**src/hdl/vectoring_pkg.sv**
```systemverilog
/*
  Shared constants for the interrupt source and vector logic: register
  offsets, field positions, reset values, vector numbers and the source table.
  Assumes a 32-bit APB slave with word-aligned byte offsets.
*/
package vectoring_pkg;

  // Widths
  localparam int ADDR_W = 8;                 // APB byte address width
  localparam int VEC_W = 6;                  // Vector number width
  localparam int NUM_EXT = 4;                // External request pins
  localparam int NUM_INT = 25;               // On-chip module requests
  localparam int NUM_SRC = 29;               // Ranked maskable sources
  localparam int SRC_IDX_W = 5;              // Index width over the sources

  // Register byte offsets
  localparam logic [7:0] SYS_CTRL_OFS = 8'h00;      // system_control_reg
  localparam logic [7:0] SENSE_OFS = 8'h04;         // request_sense_select_reg
  localparam logic [7:0] ENABLE_OFS = 8'h08;        // request_enable_reg
  localparam logic [7:0] STATUS_OFS = 8'h0C;        // request_status_reg
  localparam logic [7:0] PRIO_A_OFS = 8'h10;        // priority_reg_a
  localparam logic [7:0] PRIO_B_OFS = 8'h14;        // priority_reg_b
  localparam logic [7:0] CURRENT_OFS = 8'h18;       // Current vector, read only

  // Field positions and masks
  localparam int EDGE_SEL_BIT = 0;                  // nonmaskable_edge_select
  localparam int ADV_MODE_BIT = 1;                  // Four-byte vector mode
  localparam logic [7:0] PRIO_A_MASK = 8'hDF;       // Writable priority A bits
  localparam logic [7:0] PRIO_B_MASK = 8'hCE;       // Writable priority B bits
  localparam int CUR_VALID_BIT = 8;                 // Unused; the current reg reads only the vector, so bit 8 is always zero
  localparam logic [NUM_EXT-1:0][2:0] EXT_BIT = {3'h5, 3'h4, 3'h1, 3'h0};

  // Reset values
  localparam logic [7:0] REG_RESET = 8'h00;

  // Vector numbers
  localparam logic [VEC_W-1:0] NMI_VEC = 6'h07;

  // Source table, index 0 first: external 0,1,4,5 then on-chip modules
  localparam logic [NUM_SRC-1:0][VEC_W-1:0] SRC_VEC = {
    6'h3C, 6'h3B, 6'h3A, 6'h39, 6'h38, 6'h37, 6'h36, 6'h35, 6'h34,
    6'h2A, 6'h29, 6'h28, 6'h26, 6'h25, 6'h24, 6'h22, 6'h21, 6'h20,
    6'h1E, 6'h1D, 6'h1C, 6'h1A, 6'h19, 6'h18, 6'h14,
    6'h11, 6'h10, 6'h0D, 6'h0C};

  // Priority bit of each source inside {priority_reg_b, priority_reg_a}
  localparam logic [NUM_SRC-1:0][3:0] SRC_PRIO = {
    4'h9, 4'hA, 4'hA, 4'hA, 4'hA, 4'hB, 4'hB, 4'hB, 4'hB,
    4'hE, 4'hE, 4'hE, 4'hF, 4'hF, 4'hF, 4'h0, 4'h0, 4'h0,
    4'h1, 4'h1, 4'h1, 4'h2, 4'h2, 4'h2, 4'h3,
    4'h4, 4'h4, 4'h6, 4'h7};

  // True when a vector number belongs to a real source
  function automatic logic vec_mapped(input logic [VEC_W-1:0] v);
    logic hit;
    hit = (v == NMI_VEC);
    for (int i = 0; i < NUM_SRC; i++) begin
      if (SRC_VEC[i] == v) begin
        hit = 1'b1;
      end
    end
    return hit;
  endfunction

endpackage

```
**src/hdl/rank_if.sv**
```systemverilog
/*
  Carrier between the vectoring top and its ranking picker.
  Assumes both ends sit on the same clock; the picker is combinational.
*/
`timescale 1ns/1ps
interface rank_if;
  import vectoring_pkg::*;
  logic [NUM_SRC-1:0] req;      // Forwarded requests
  logic [NUM_SRC-1:0] lvl;      // Programmed priority level per source
  logic hit;                    // Some request is pending
  logic [SRC_IDX_W-1:0] idx;    // Winning source index

  modport picker (input req, input lvl, output hit, output idx);
  modport asker (output req, output lvl, input hit, input idx);
endinterface

```
**src/hdl/interrupt_source_vectoring.sv**
```systemverilog
/*
  Interrupt source, priority and vector logic with an APB register slave.
  Assumes pins are asynchronous to core_clk, on-chip module requests arrive
  already gated by their own enables on core_clk, and the CPU core pulses
  cpu_ack with the vector it has taken.
  Request pins idle high, and their synchronisers reset to that level.
  The picker between the state and the offer is combinational.
*/
// Added by the designer: the register addresses and the APB slave port.
`timescale 1ns/1ps
module interrupt_source_vectoring (
  input logic core_clk,
  input logic rst_b,
  input logic nmi_pin,
  input logic [vectoring_pkg::NUM_EXT-1:0] ext_request_b,
  input logic [vectoring_pkg::NUM_INT-1:0] module_req,
  input logic cpu_ack,
  input logic [vectoring_pkg::VEC_W-1:0] ack_vector,
  input logic psel,
  input logic penable,
  input logic pwrite,
  input logic [vectoring_pkg::ADDR_W-1:0] paddr,
  input logic [31:0] pwdata,
  output logic [31:0] prdata,
  output logic pready,
  output logic pslverr,
  output logic irq_valid,
  output logic [vectoring_pkg::VEC_W-1:0] irq_vector,
  output logic [15:0] irq_vector_addr,
  output logic irq_level,
  output logic wake_request
);
  import vectoring_pkg::*;

  // Whole state of the block
  typedef struct packed {
    logic nmi_s1;                 // Pin synchroniser, first stage
    logic nmi_s2;                 // Pin synchroniser, second stage
    logic nmi_prev;               // Previous synchronised level
    logic [NUM_EXT-1:0] ext_s1;   // Request pin synchroniser, first stage
    logic [NUM_EXT-1:0] ext_s2;   // Request pin synchroniser, second stage
    logic [NUM_EXT-1:0] ext_prev; // Previous synchronised levels
    logic nmi_pend;               // Non-maskable request waiting
    logic [NUM_EXT-1:0] flag;     // request_status_flag bits
    logic [NUM_EXT-1:0] seen;     // Flag has been read as one
    logic [1:0] sys_ctrl;         // system_control_reg fields
    logic [7:0] sense;            // request_sense_select_reg
    logic [NUM_EXT-1:0] enable;   // request_enable_reg fields
    logic [7:0] prio_a;           // priority_reg_a
    logic [7:0] prio_b;           // priority_reg_b
    logic pready;                 // APB answer
    logic [31:0] prdata;          // APB read data
    logic pslverr;                // APB error
    logic irq_valid;              // A request is offered to the CPU
    logic [VEC_W-1:0] vector;     // Offered vector number
    logic [15:0] vec_addr;        // Offered vector address
    logic level;                  // Offered priority level
    logic wake;                   // Standby exit request
  } state_t;

  // Reset state: request synchronisers start at the idle high level, so
  // level sensing cannot latch a false request while they fill
  localparam state_t RESET_ST = '{ext_s1: '1, ext_s2: '1, ext_prev: '1, default: '0};

  state_t st;            // Registered state
  state_t next_st;       // Next state
  rank_if rk ();         // Link to the picker

  logic access;                   // APB access phase
  logic done;                     // APB transfer completes this edge
  logic mapped;                   // Address decodes to a register
  logic wr_done;                  // Completing write to a mapped register
  logic [7:0] rd_mux;             // Selected register read value
  logic [NUM_EXT-1:0] fwd_ext;    // Enabled external requests
  logic [15:0] prio_all;          // Both priority registers
  logic [NUM_EXT-1:0] ext_set;    // External flag set condition
  logic nmi_edge;                 // Selected non-maskable edge seen

  source_ranker #(.N(NUM_SRC)) u_ranker (.rk(rk));

  // APB decode; a transfer completes on the edge that sees the access
  // phase together with the registered pready
  always_comb begin
    access = psel && penable;
    done = access && st.pready;
    mapped = (paddr == SYS_CTRL_OFS) || (paddr == SENSE_OFS) ||
             (paddr == ENABLE_OFS) || (paddr == STATUS_OFS) ||
             (paddr == PRIO_A_OFS) || (paddr == PRIO_B_OFS) ||
             (paddr == CURRENT_OFS);
    wr_done = done && pwrite && mapped;
  end

  // Read value of the addressed register; reserved bits read zero except in the sense register, which reads back all 8 bits
  always_comb begin
    rd_mux = 8'h00;
    case (paddr)
      SYS_CTRL_OFS: rd_mux = {6'h00, st.sys_ctrl};
      SENSE_OFS: rd_mux = st.sense;
      ENABLE_OFS: begin
        for (int i = 0; i < NUM_EXT; i++) begin
          rd_mux[EXT_BIT[i]] = st.enable[i];
        end
      end
      STATUS_OFS: begin
        for (int i = 0; i < NUM_EXT; i++) begin
          rd_mux[EXT_BIT[i]] = st.flag[i];
        end
      end
      PRIO_A_OFS: rd_mux = st.prio_a;
      PRIO_B_OFS: rd_mux = st.prio_b;
      CURRENT_OFS: rd_mux = {2'h0, st.vector};
      default: rd_mux = 8'h00;
    endcase
  end

  // Requests and levels offered to the picker
  // Module requests sit above the four external ones in the source table
  always_comb begin
    fwd_ext = st.flag & st.enable;
    prio_all = {st.prio_b, st.prio_a};
    rk.req = {module_req, fwd_ext};
    for (int s = 0; s < NUM_SRC; s++) begin
      rk.lvl[s] = prio_all[SRC_PRIO[s]];
    end
  end

  // Whole next-state logic
  always_comb begin
    logic clr_sw;
    logic clr_ack;
    logic edge_mode;
    clr_sw = 1'b0;
    clr_ack = 1'b0;
    edge_mode = 1'b0;
    next_st = st;

    // Pins pass two flip-flops; direction setting plays no part
    // Only the second stage feeds logic; the first may be metastable
    next_st.nmi_s1 = nmi_pin;
    next_st.nmi_s2 = st.nmi_s1;
    next_st.nmi_prev = st.nmi_s2;
    next_st.ext_s1 = ext_request_b;
    next_st.ext_s2 = st.ext_s1;
    next_st.ext_prev = st.ext_s2;

    // Non-maskable edge, rising when the select bit is one
    nmi_edge = st.sys_ctrl[EDGE_SEL_BIT] ? (st.nmi_s2 && !st.nmi_prev)
                                         : (!st.nmi_s2 && st.nmi_prev);
    // A new edge wins over the acknowledge that clears it
    next_st.nmi_pend = nmi_edge ||
                       (st.nmi_pend && !(cpu_ack && ack_vector == NMI_VEC));

    // External flags: set wins over either kind of clear
    // A low level keeps setting its flag, so a level request only goes
    // away once the pin is high again and the flag has been cleared
    for (int i = 0; i < NUM_EXT; i++) begin
      edge_mode = st.sense[EXT_BIT[i]];
      // Falling edge or low level, per the sense bit
      ext_set[i] = edge_mode ? (st.ext_prev[i] && !st.ext_s2[i]) : !st.ext_s2[i];
      // Zero written after the flag was read as one
      clr_sw = wr_done && (paddr == STATUS_OFS) && !pwdata[EXT_BIT[i]] && st.seen[i];
      // Taken by the CPU; a level request clears only once the pin is high
      clr_ack = cpu_ack && (ack_vector == SRC_VEC[i]) && (edge_mode || st.ext_s2[i]);
      next_st.flag[i] = ext_set[i] || (st.flag[i] && !clr_sw && !clr_ack);
      if (clr_sw || clr_ack) begin
        next_st.seen[i] = 1'b0;
      end else if (done && !pwrite && paddr == STATUS_OFS && st.prdata[EXT_BIT[i]]) begin
        next_st.seen[i] = 1'b1;
      end
    end

    // APB answer one cycle into the access phase
    next_st.pready = access && !st.pready;
    if (access && !st.pready) begin
      next_st.prdata = {24'h000000, rd_mux};
      next_st.pslverr = !mapped;
    end

    // Register writes take effect at the completing edge
    // Status clears are handled above; the current-vector offset is read only
    if (wr_done) begin
      case (paddr)
        SYS_CTRL_OFS: next_st.sys_ctrl = pwdata[1:0];
        SENSE_OFS: next_st.sense = pwdata[7:0];
        ENABLE_OFS: begin
          for (int i = 0; i < NUM_EXT; i++) begin
            next_st.enable[i] = pwdata[EXT_BIT[i]];
          end
        end
        PRIO_A_OFS: next_st.prio_a = pwdata[7:0] & PRIO_A_MASK;
        PRIO_B_OFS: next_st.prio_b = pwdata[7:0] & PRIO_B_MASK;
        default: next_st.sys_ctrl = st.sys_ctrl;
      endcase
    end

    // Offered request: non-maskable first, then the picker's winner
    // Registered, so the offer trails the flags by one edge and the CPU
    // never sees a vector that changes within a cycle
    if (st.nmi_pend) begin
      next_st.irq_valid = 1'b1;
      next_st.vector = NMI_VEC;
      next_st.level = 1'b1;
    end else if (rk.hit) begin
      next_st.irq_valid = 1'b1;
      next_st.vector = SRC_VEC[rk.idx];
      next_st.level = rk.lvl[rk.idx];
    end else begin
      next_st.irq_valid = 1'b0;
      next_st.vector = '0;
      next_st.level = 1'b0;
    end
    // Lower 16 address bits, two or four bytes per vector
    if (next_st.sys_ctrl[ADV_MODE_BIT]) begin
      next_st.vec_addr = {8'h00, next_st.vector, 2'h0};
    end else begin
      next_st.vec_addr = {9'h000, next_st.vector, 1'h0};
    end

    // Standby exit from the non-maskable pin and inputs 0 and 1 only
    // Built from enabled flags, so a disabled input cannot end standby
    next_st.wake = st.nmi_pend || fwd_ext[0] || fwd_ext[1];
  end

  // State register; reset gives default order and level sensing
  always_ff @(posedge core_clk) begin
    if (!rst_b) begin
      st <= RESET_ST;
    end else begin
      st <= next_st;
    end
  end

  // Outputs straight from the state register
  assign prdata = st.prdata;
  assign pready = st.pready;
  assign pslverr = st.pslverr;
  assign irq_valid = st.irq_valid;
  assign irq_vector = st.vector;
  assign irq_vector_addr = st.vec_addr;
  assign irq_level = st.level;
  assign wake_request = st.wake;
endmodule

```
**src/hdl/source_ranker.sv**
```systemverilog
/*
  Picks the winning source: level one beats level zero, and among equals the
  lower index, which the table keeps in ascending vector order, wins.
  Assumes the source table is sorted by vector number.
*/
`timescale 1ns/1ps
module source_ranker #(
  parameter int N = vectoring_pkg::NUM_SRC
) (
  rank_if.picker rk
);
  import vectoring_pkg::*;

  // Refuse sizes that the index cannot reach
  if (N < 1 || N > (1 << SRC_IDX_W) || N > NUM_SRC) begin : g_bad_n
    $error("source_ranker: N out of range");
  end

  // Scan upward; a later source wins only with a strictly higher level
  always_comb begin
    logic best_lvl;
    best_lvl = 1'b0;
    rk.hit = 1'b0;
    rk.idx = '0;
    for (int i = 0; i < N; i++) begin
      if (rk.req[i] && (!rk.hit || (rk.lvl[i] && !best_lvl))) begin
        rk.hit = 1'b1;
        rk.idx = SRC_IDX_W'(i);
        best_lvl = rk.lvl[i];
      end
    end
  end

endmodule

```
**config.mk**
```make
export PLATFORM = sky130hd
export DESIGN_NAME = interrupt_source_vectoring
export DESIGN_NICKNAME = d
export VERILOG_FILES = /design/src/hdl/vectoring_pkg.sv /design/src/hdl/rank_if.sv /design/src/hdl/interrupt_source_vectoring.sv /design/src/hdl/source_ranker.sv
export SDC_FILE = /design/constraint.sdc
export NUM_CORES = 1
export LEC_CHECK = 0
export BUFFER_PORTS_ARGS = -buffer_cell sky130_fd_sc_hd__clkbuf_2
export CELL_PAD_IN_SITES_DETAIL_PLACEMENT = 1
export CELL_PAD_IN_SITES_GLOBAL_PLACEMENT = 1
export CORE_MARGIN = 3
export CORE_UTILIZATION = 39
export DETAILED_ROUTE_END_ITERATION = 10
export PLACE_DENSITY = 0.82
export SYNTH_ARGS = -nofsm -noshare
export SYNTH_HDL_FRONTEND = slang
export SYNTH_SLANG_ARGS = --single-unit
```
**constraint.sdc**
```tcl
create_clock -name core_clk -period 4.3 [get_ports core_clk]
set_clock_uncertainty 0.15 [all_clocks]
set_input_delay 0.43 -clock core_clk [delete_from_list [all_inputs] [get_ports core_clk]]
set_output_delay 0.43 -clock core_clk [all_outputs]
set_load 0.01 [all_outputs]
```
==> impl_metrics.tcl <==
set metrics [dict create \
    status "finished, final reports clean" \
    rows 40 \
    slew_headroom 0.191 \
    antenna_left 0 \
    hold_violations 0 \
    crit_type "reg2reg" \
    power.share.combinational 0.129 \
    dieArea_um2 14200 \
    pwr_density_cell_nw_per_um2 307 \
    synth.largest_area_cell "dfxtp_1" \
    htree_levels 3 \
    drt_first_iter_violations 257 \
    hold_buffers 0 \
    synth_top_cells_by_area "dfxtp_1, buf_4, mux2i_1" \
    drc 0 \
    numPortBuffers 83 \
    via_count 4765 \
    root_buffer "clkbuf_16" \
    grt_usage 0.217 \
    grt_max_degree 43 \
    clock_sinks 76 \
    area_growth_pct 13.3 \
    synth-edff-count 0 \
    fill_cells 1502 \
    syn_area_per_cell_um2 8.34 \
    start_util 0.408 \
    nNetsFinal 758 \
    cts_setup_buffers 0 \
    switchingPower_uw 448 \
    grt_pass1_wl_mm 25.3 \
    drv_cap 0 \
    routedWlPerCell_um 18.5 \
    cts_buffer_depth 2 \
    ys_seq_area_frac 0.304 \
    drt-total-wl_mm 15.6 \
    final_max_slew_viol_count 0 \
    cts_tree "built" \
    setup-tns-final_ns 0 \
    crit_fanout 10 \
    n_antenna_cell 0 \
    io_pins 141 \
    syn_area_um2 5000 \
    synth_common_cells "dfxtp_1, nor2_1, buf_4" \
    swShare 0.257 \
    max_freq_mhz 250 \
    multiInputGateArea_um2 3060 \
    clock_latency_ns 0.34 \
    cts_inserted_buffers 9 \
    grt_pass1_vias 4917 \
    ys_warn_count 0 \
    async_flop_share 0 \
    fp.dieH_um 119 \
    path_clk_slew_ns 0.06 \
    place_congestion 0.905 \
    endpoint_kind "flop" \
    rsz0062_at_grt "false" \
    netlist_instances 600 \
    yosysTopAreaCellShare 0.304 \
    min_period_over_period 0.929 \
    seqPwrFrac 0.428 \
    ys_seq_elements 76 \
    cp.arrival_ns 4.09 \
    p_int_uw 1290 \
    setup_viol 0 \
    crit_required_ns 4.40 \
    worstHoldPathType "in2reg" \
    drive_gt1_frac 0.222 \
    worst-slew-pin-transition_ns 1.20 \
    clkPwrFrac 0.442 \
    via_per_inst 5.65 \
    synth_flop_cell "dfxtp_1" \
    regArea_um2 1520 \
    antenna_found_initial 0 \
    peakVddDrop_v 0.000218 \
    place_hpwl_mm 12.2 \
    synth.most_common_cell "dfxtp_1" \
    overflow 0 \
    post_cts_resized 0 \
    startpoint_type "flop" \
    p_leak_uw 0.00230 \
    dr.pass1.iters 5 \
    core_region_area_um2 12300 \
    yosysUniqueCellTypes 85 \
    timing.hold.ws_ns 0.118 \
    die_w_um 119 \
    timing.final.crit_period_ns 3.99 \
]
[metrics by stage]
stage | total power [uW] | util | cell area, um^2 | instances | setup slack, ns
after floorplan | 923 | - | 5120 | 632 | 0.603
after global routing | 1810 | 0.462 | 5670 | 843 | 0.0130
after detailed placement | 983 | 0.437 | 5360 | 827 | 0.134
after global placement | 976 | 0.437 | 5360 | 827 | 0.275
final | 1740 | 0.462 | 5670 | 843 | 0.306
after CTS | 1750 | 0.462 | 5670 | 843 | 0.313
[worst paths after layout]
path / cells past startpoint / to / slack (ns) / startpoint
worst max-delay path: 16 / irq_vector_addr[2] / 0.31 / st[95]
worst min-delay path: 2 / next_st[105] / 0.12 / ext_request_b[3]
worst max register to register: 16 / irq_vector_addr[2] / 0.31 / st[95]
worst min register to register: 1 / next_st[98] / 0.26 / next_st[102]
[power by group through the flow]
stage          clock [uW]  combinational (uW)  sequential, uW
2_1_floorplan           0                 169             754
3_3_place_gp            0                 216             760
3_5_place_dp            0                 222             760
4_1_cts               780                 224             745
5_1_grt               811                 250             748
6_report              770                 225             746
[worst max-delay path, stage by stage, from the launching register on]
cell	delay, ns
dfxtp_1	0.38
a22oi_2	0.36
o2111ai_4	0.30
nor4_4	0.48
buf_4	0.20
nand3_4	0.08
nor3_1	0.24
a31o_2	0.19
nor2_1	0.07
or2_1	0.33
inv_1	0.13
ha_1	0.17
nor2_1	0.05
a211o_1	0.23
nand3_1	0.09
nand4_2	0.17
a221oi_2	0.27
[metal layers]
metal	vias up	part of all wire	routed length (um)	GRT usage
met5	-	0	0	0
met4	0	0.018	276	0.0615
met3	27	0.047	736	0.0375
met2	128	0.49	7690	0.371
met1	2337	0.44	6900	0.280
li1	2273	-	-	-
[state kept, by name, summed over array words and instances, names as in the netlist]
register,flops
pslverr,1
prdata,8
irq_vector,6
irq_vector_addr,7
st,28
prio_all,12
pready,1
irq_level,1
wake_request,1
next_st,10
irq_valid,1
[kinds of logic (layout without fill, tap and decap cells)]
| logic type | count (synthesis) | count (layout) | synth area share |
|---|---|---|---|
| adders and majority gates | 6 | 6 | 0.0150 |
| DFF | 76 | 76 | 0.304 |
| muxes | 36 | 36 | 0.0733 |
| AOI/OAI and AO/OA | 148 | 148 | 0.221 |
| other | 1 | 33 | 0.000750 |
| and+or+nand+nor | 247 | 247 | 0.277 |
| buffers and inverters | 86 | 129 | 0.109 |
[layout make-up]
class	count	share of cell area
Sequential cell	76	0.269
Clock inverter	4	0.00839
Clock buffer	12	0.0453
Multi-Input combinational cell	470	0.540
Inverter	18	0.0119
Timing Repair Buffer	95	0.0892
Tap cell	168	0.0371
[layout by cell type (no fill, tap or decap), types with 16 or more instances in the layout]
master / Yosys / routed
dfxtp_1: 76 / 76
inv_1: 17 / 17
nand2_1: 36 / 36
nand3_1: 25 / 25
nor3_1: 16 / 16
clkbuf_2: 0 / 83
o21ai_0: 25 / 25
mux2i_1: 31 / 31
nor2_1: 70 / 70
conb_1: 1 / 33
a21oi_1: 25 / 25
Note: power is estimated with default switching activity, not from simulation.
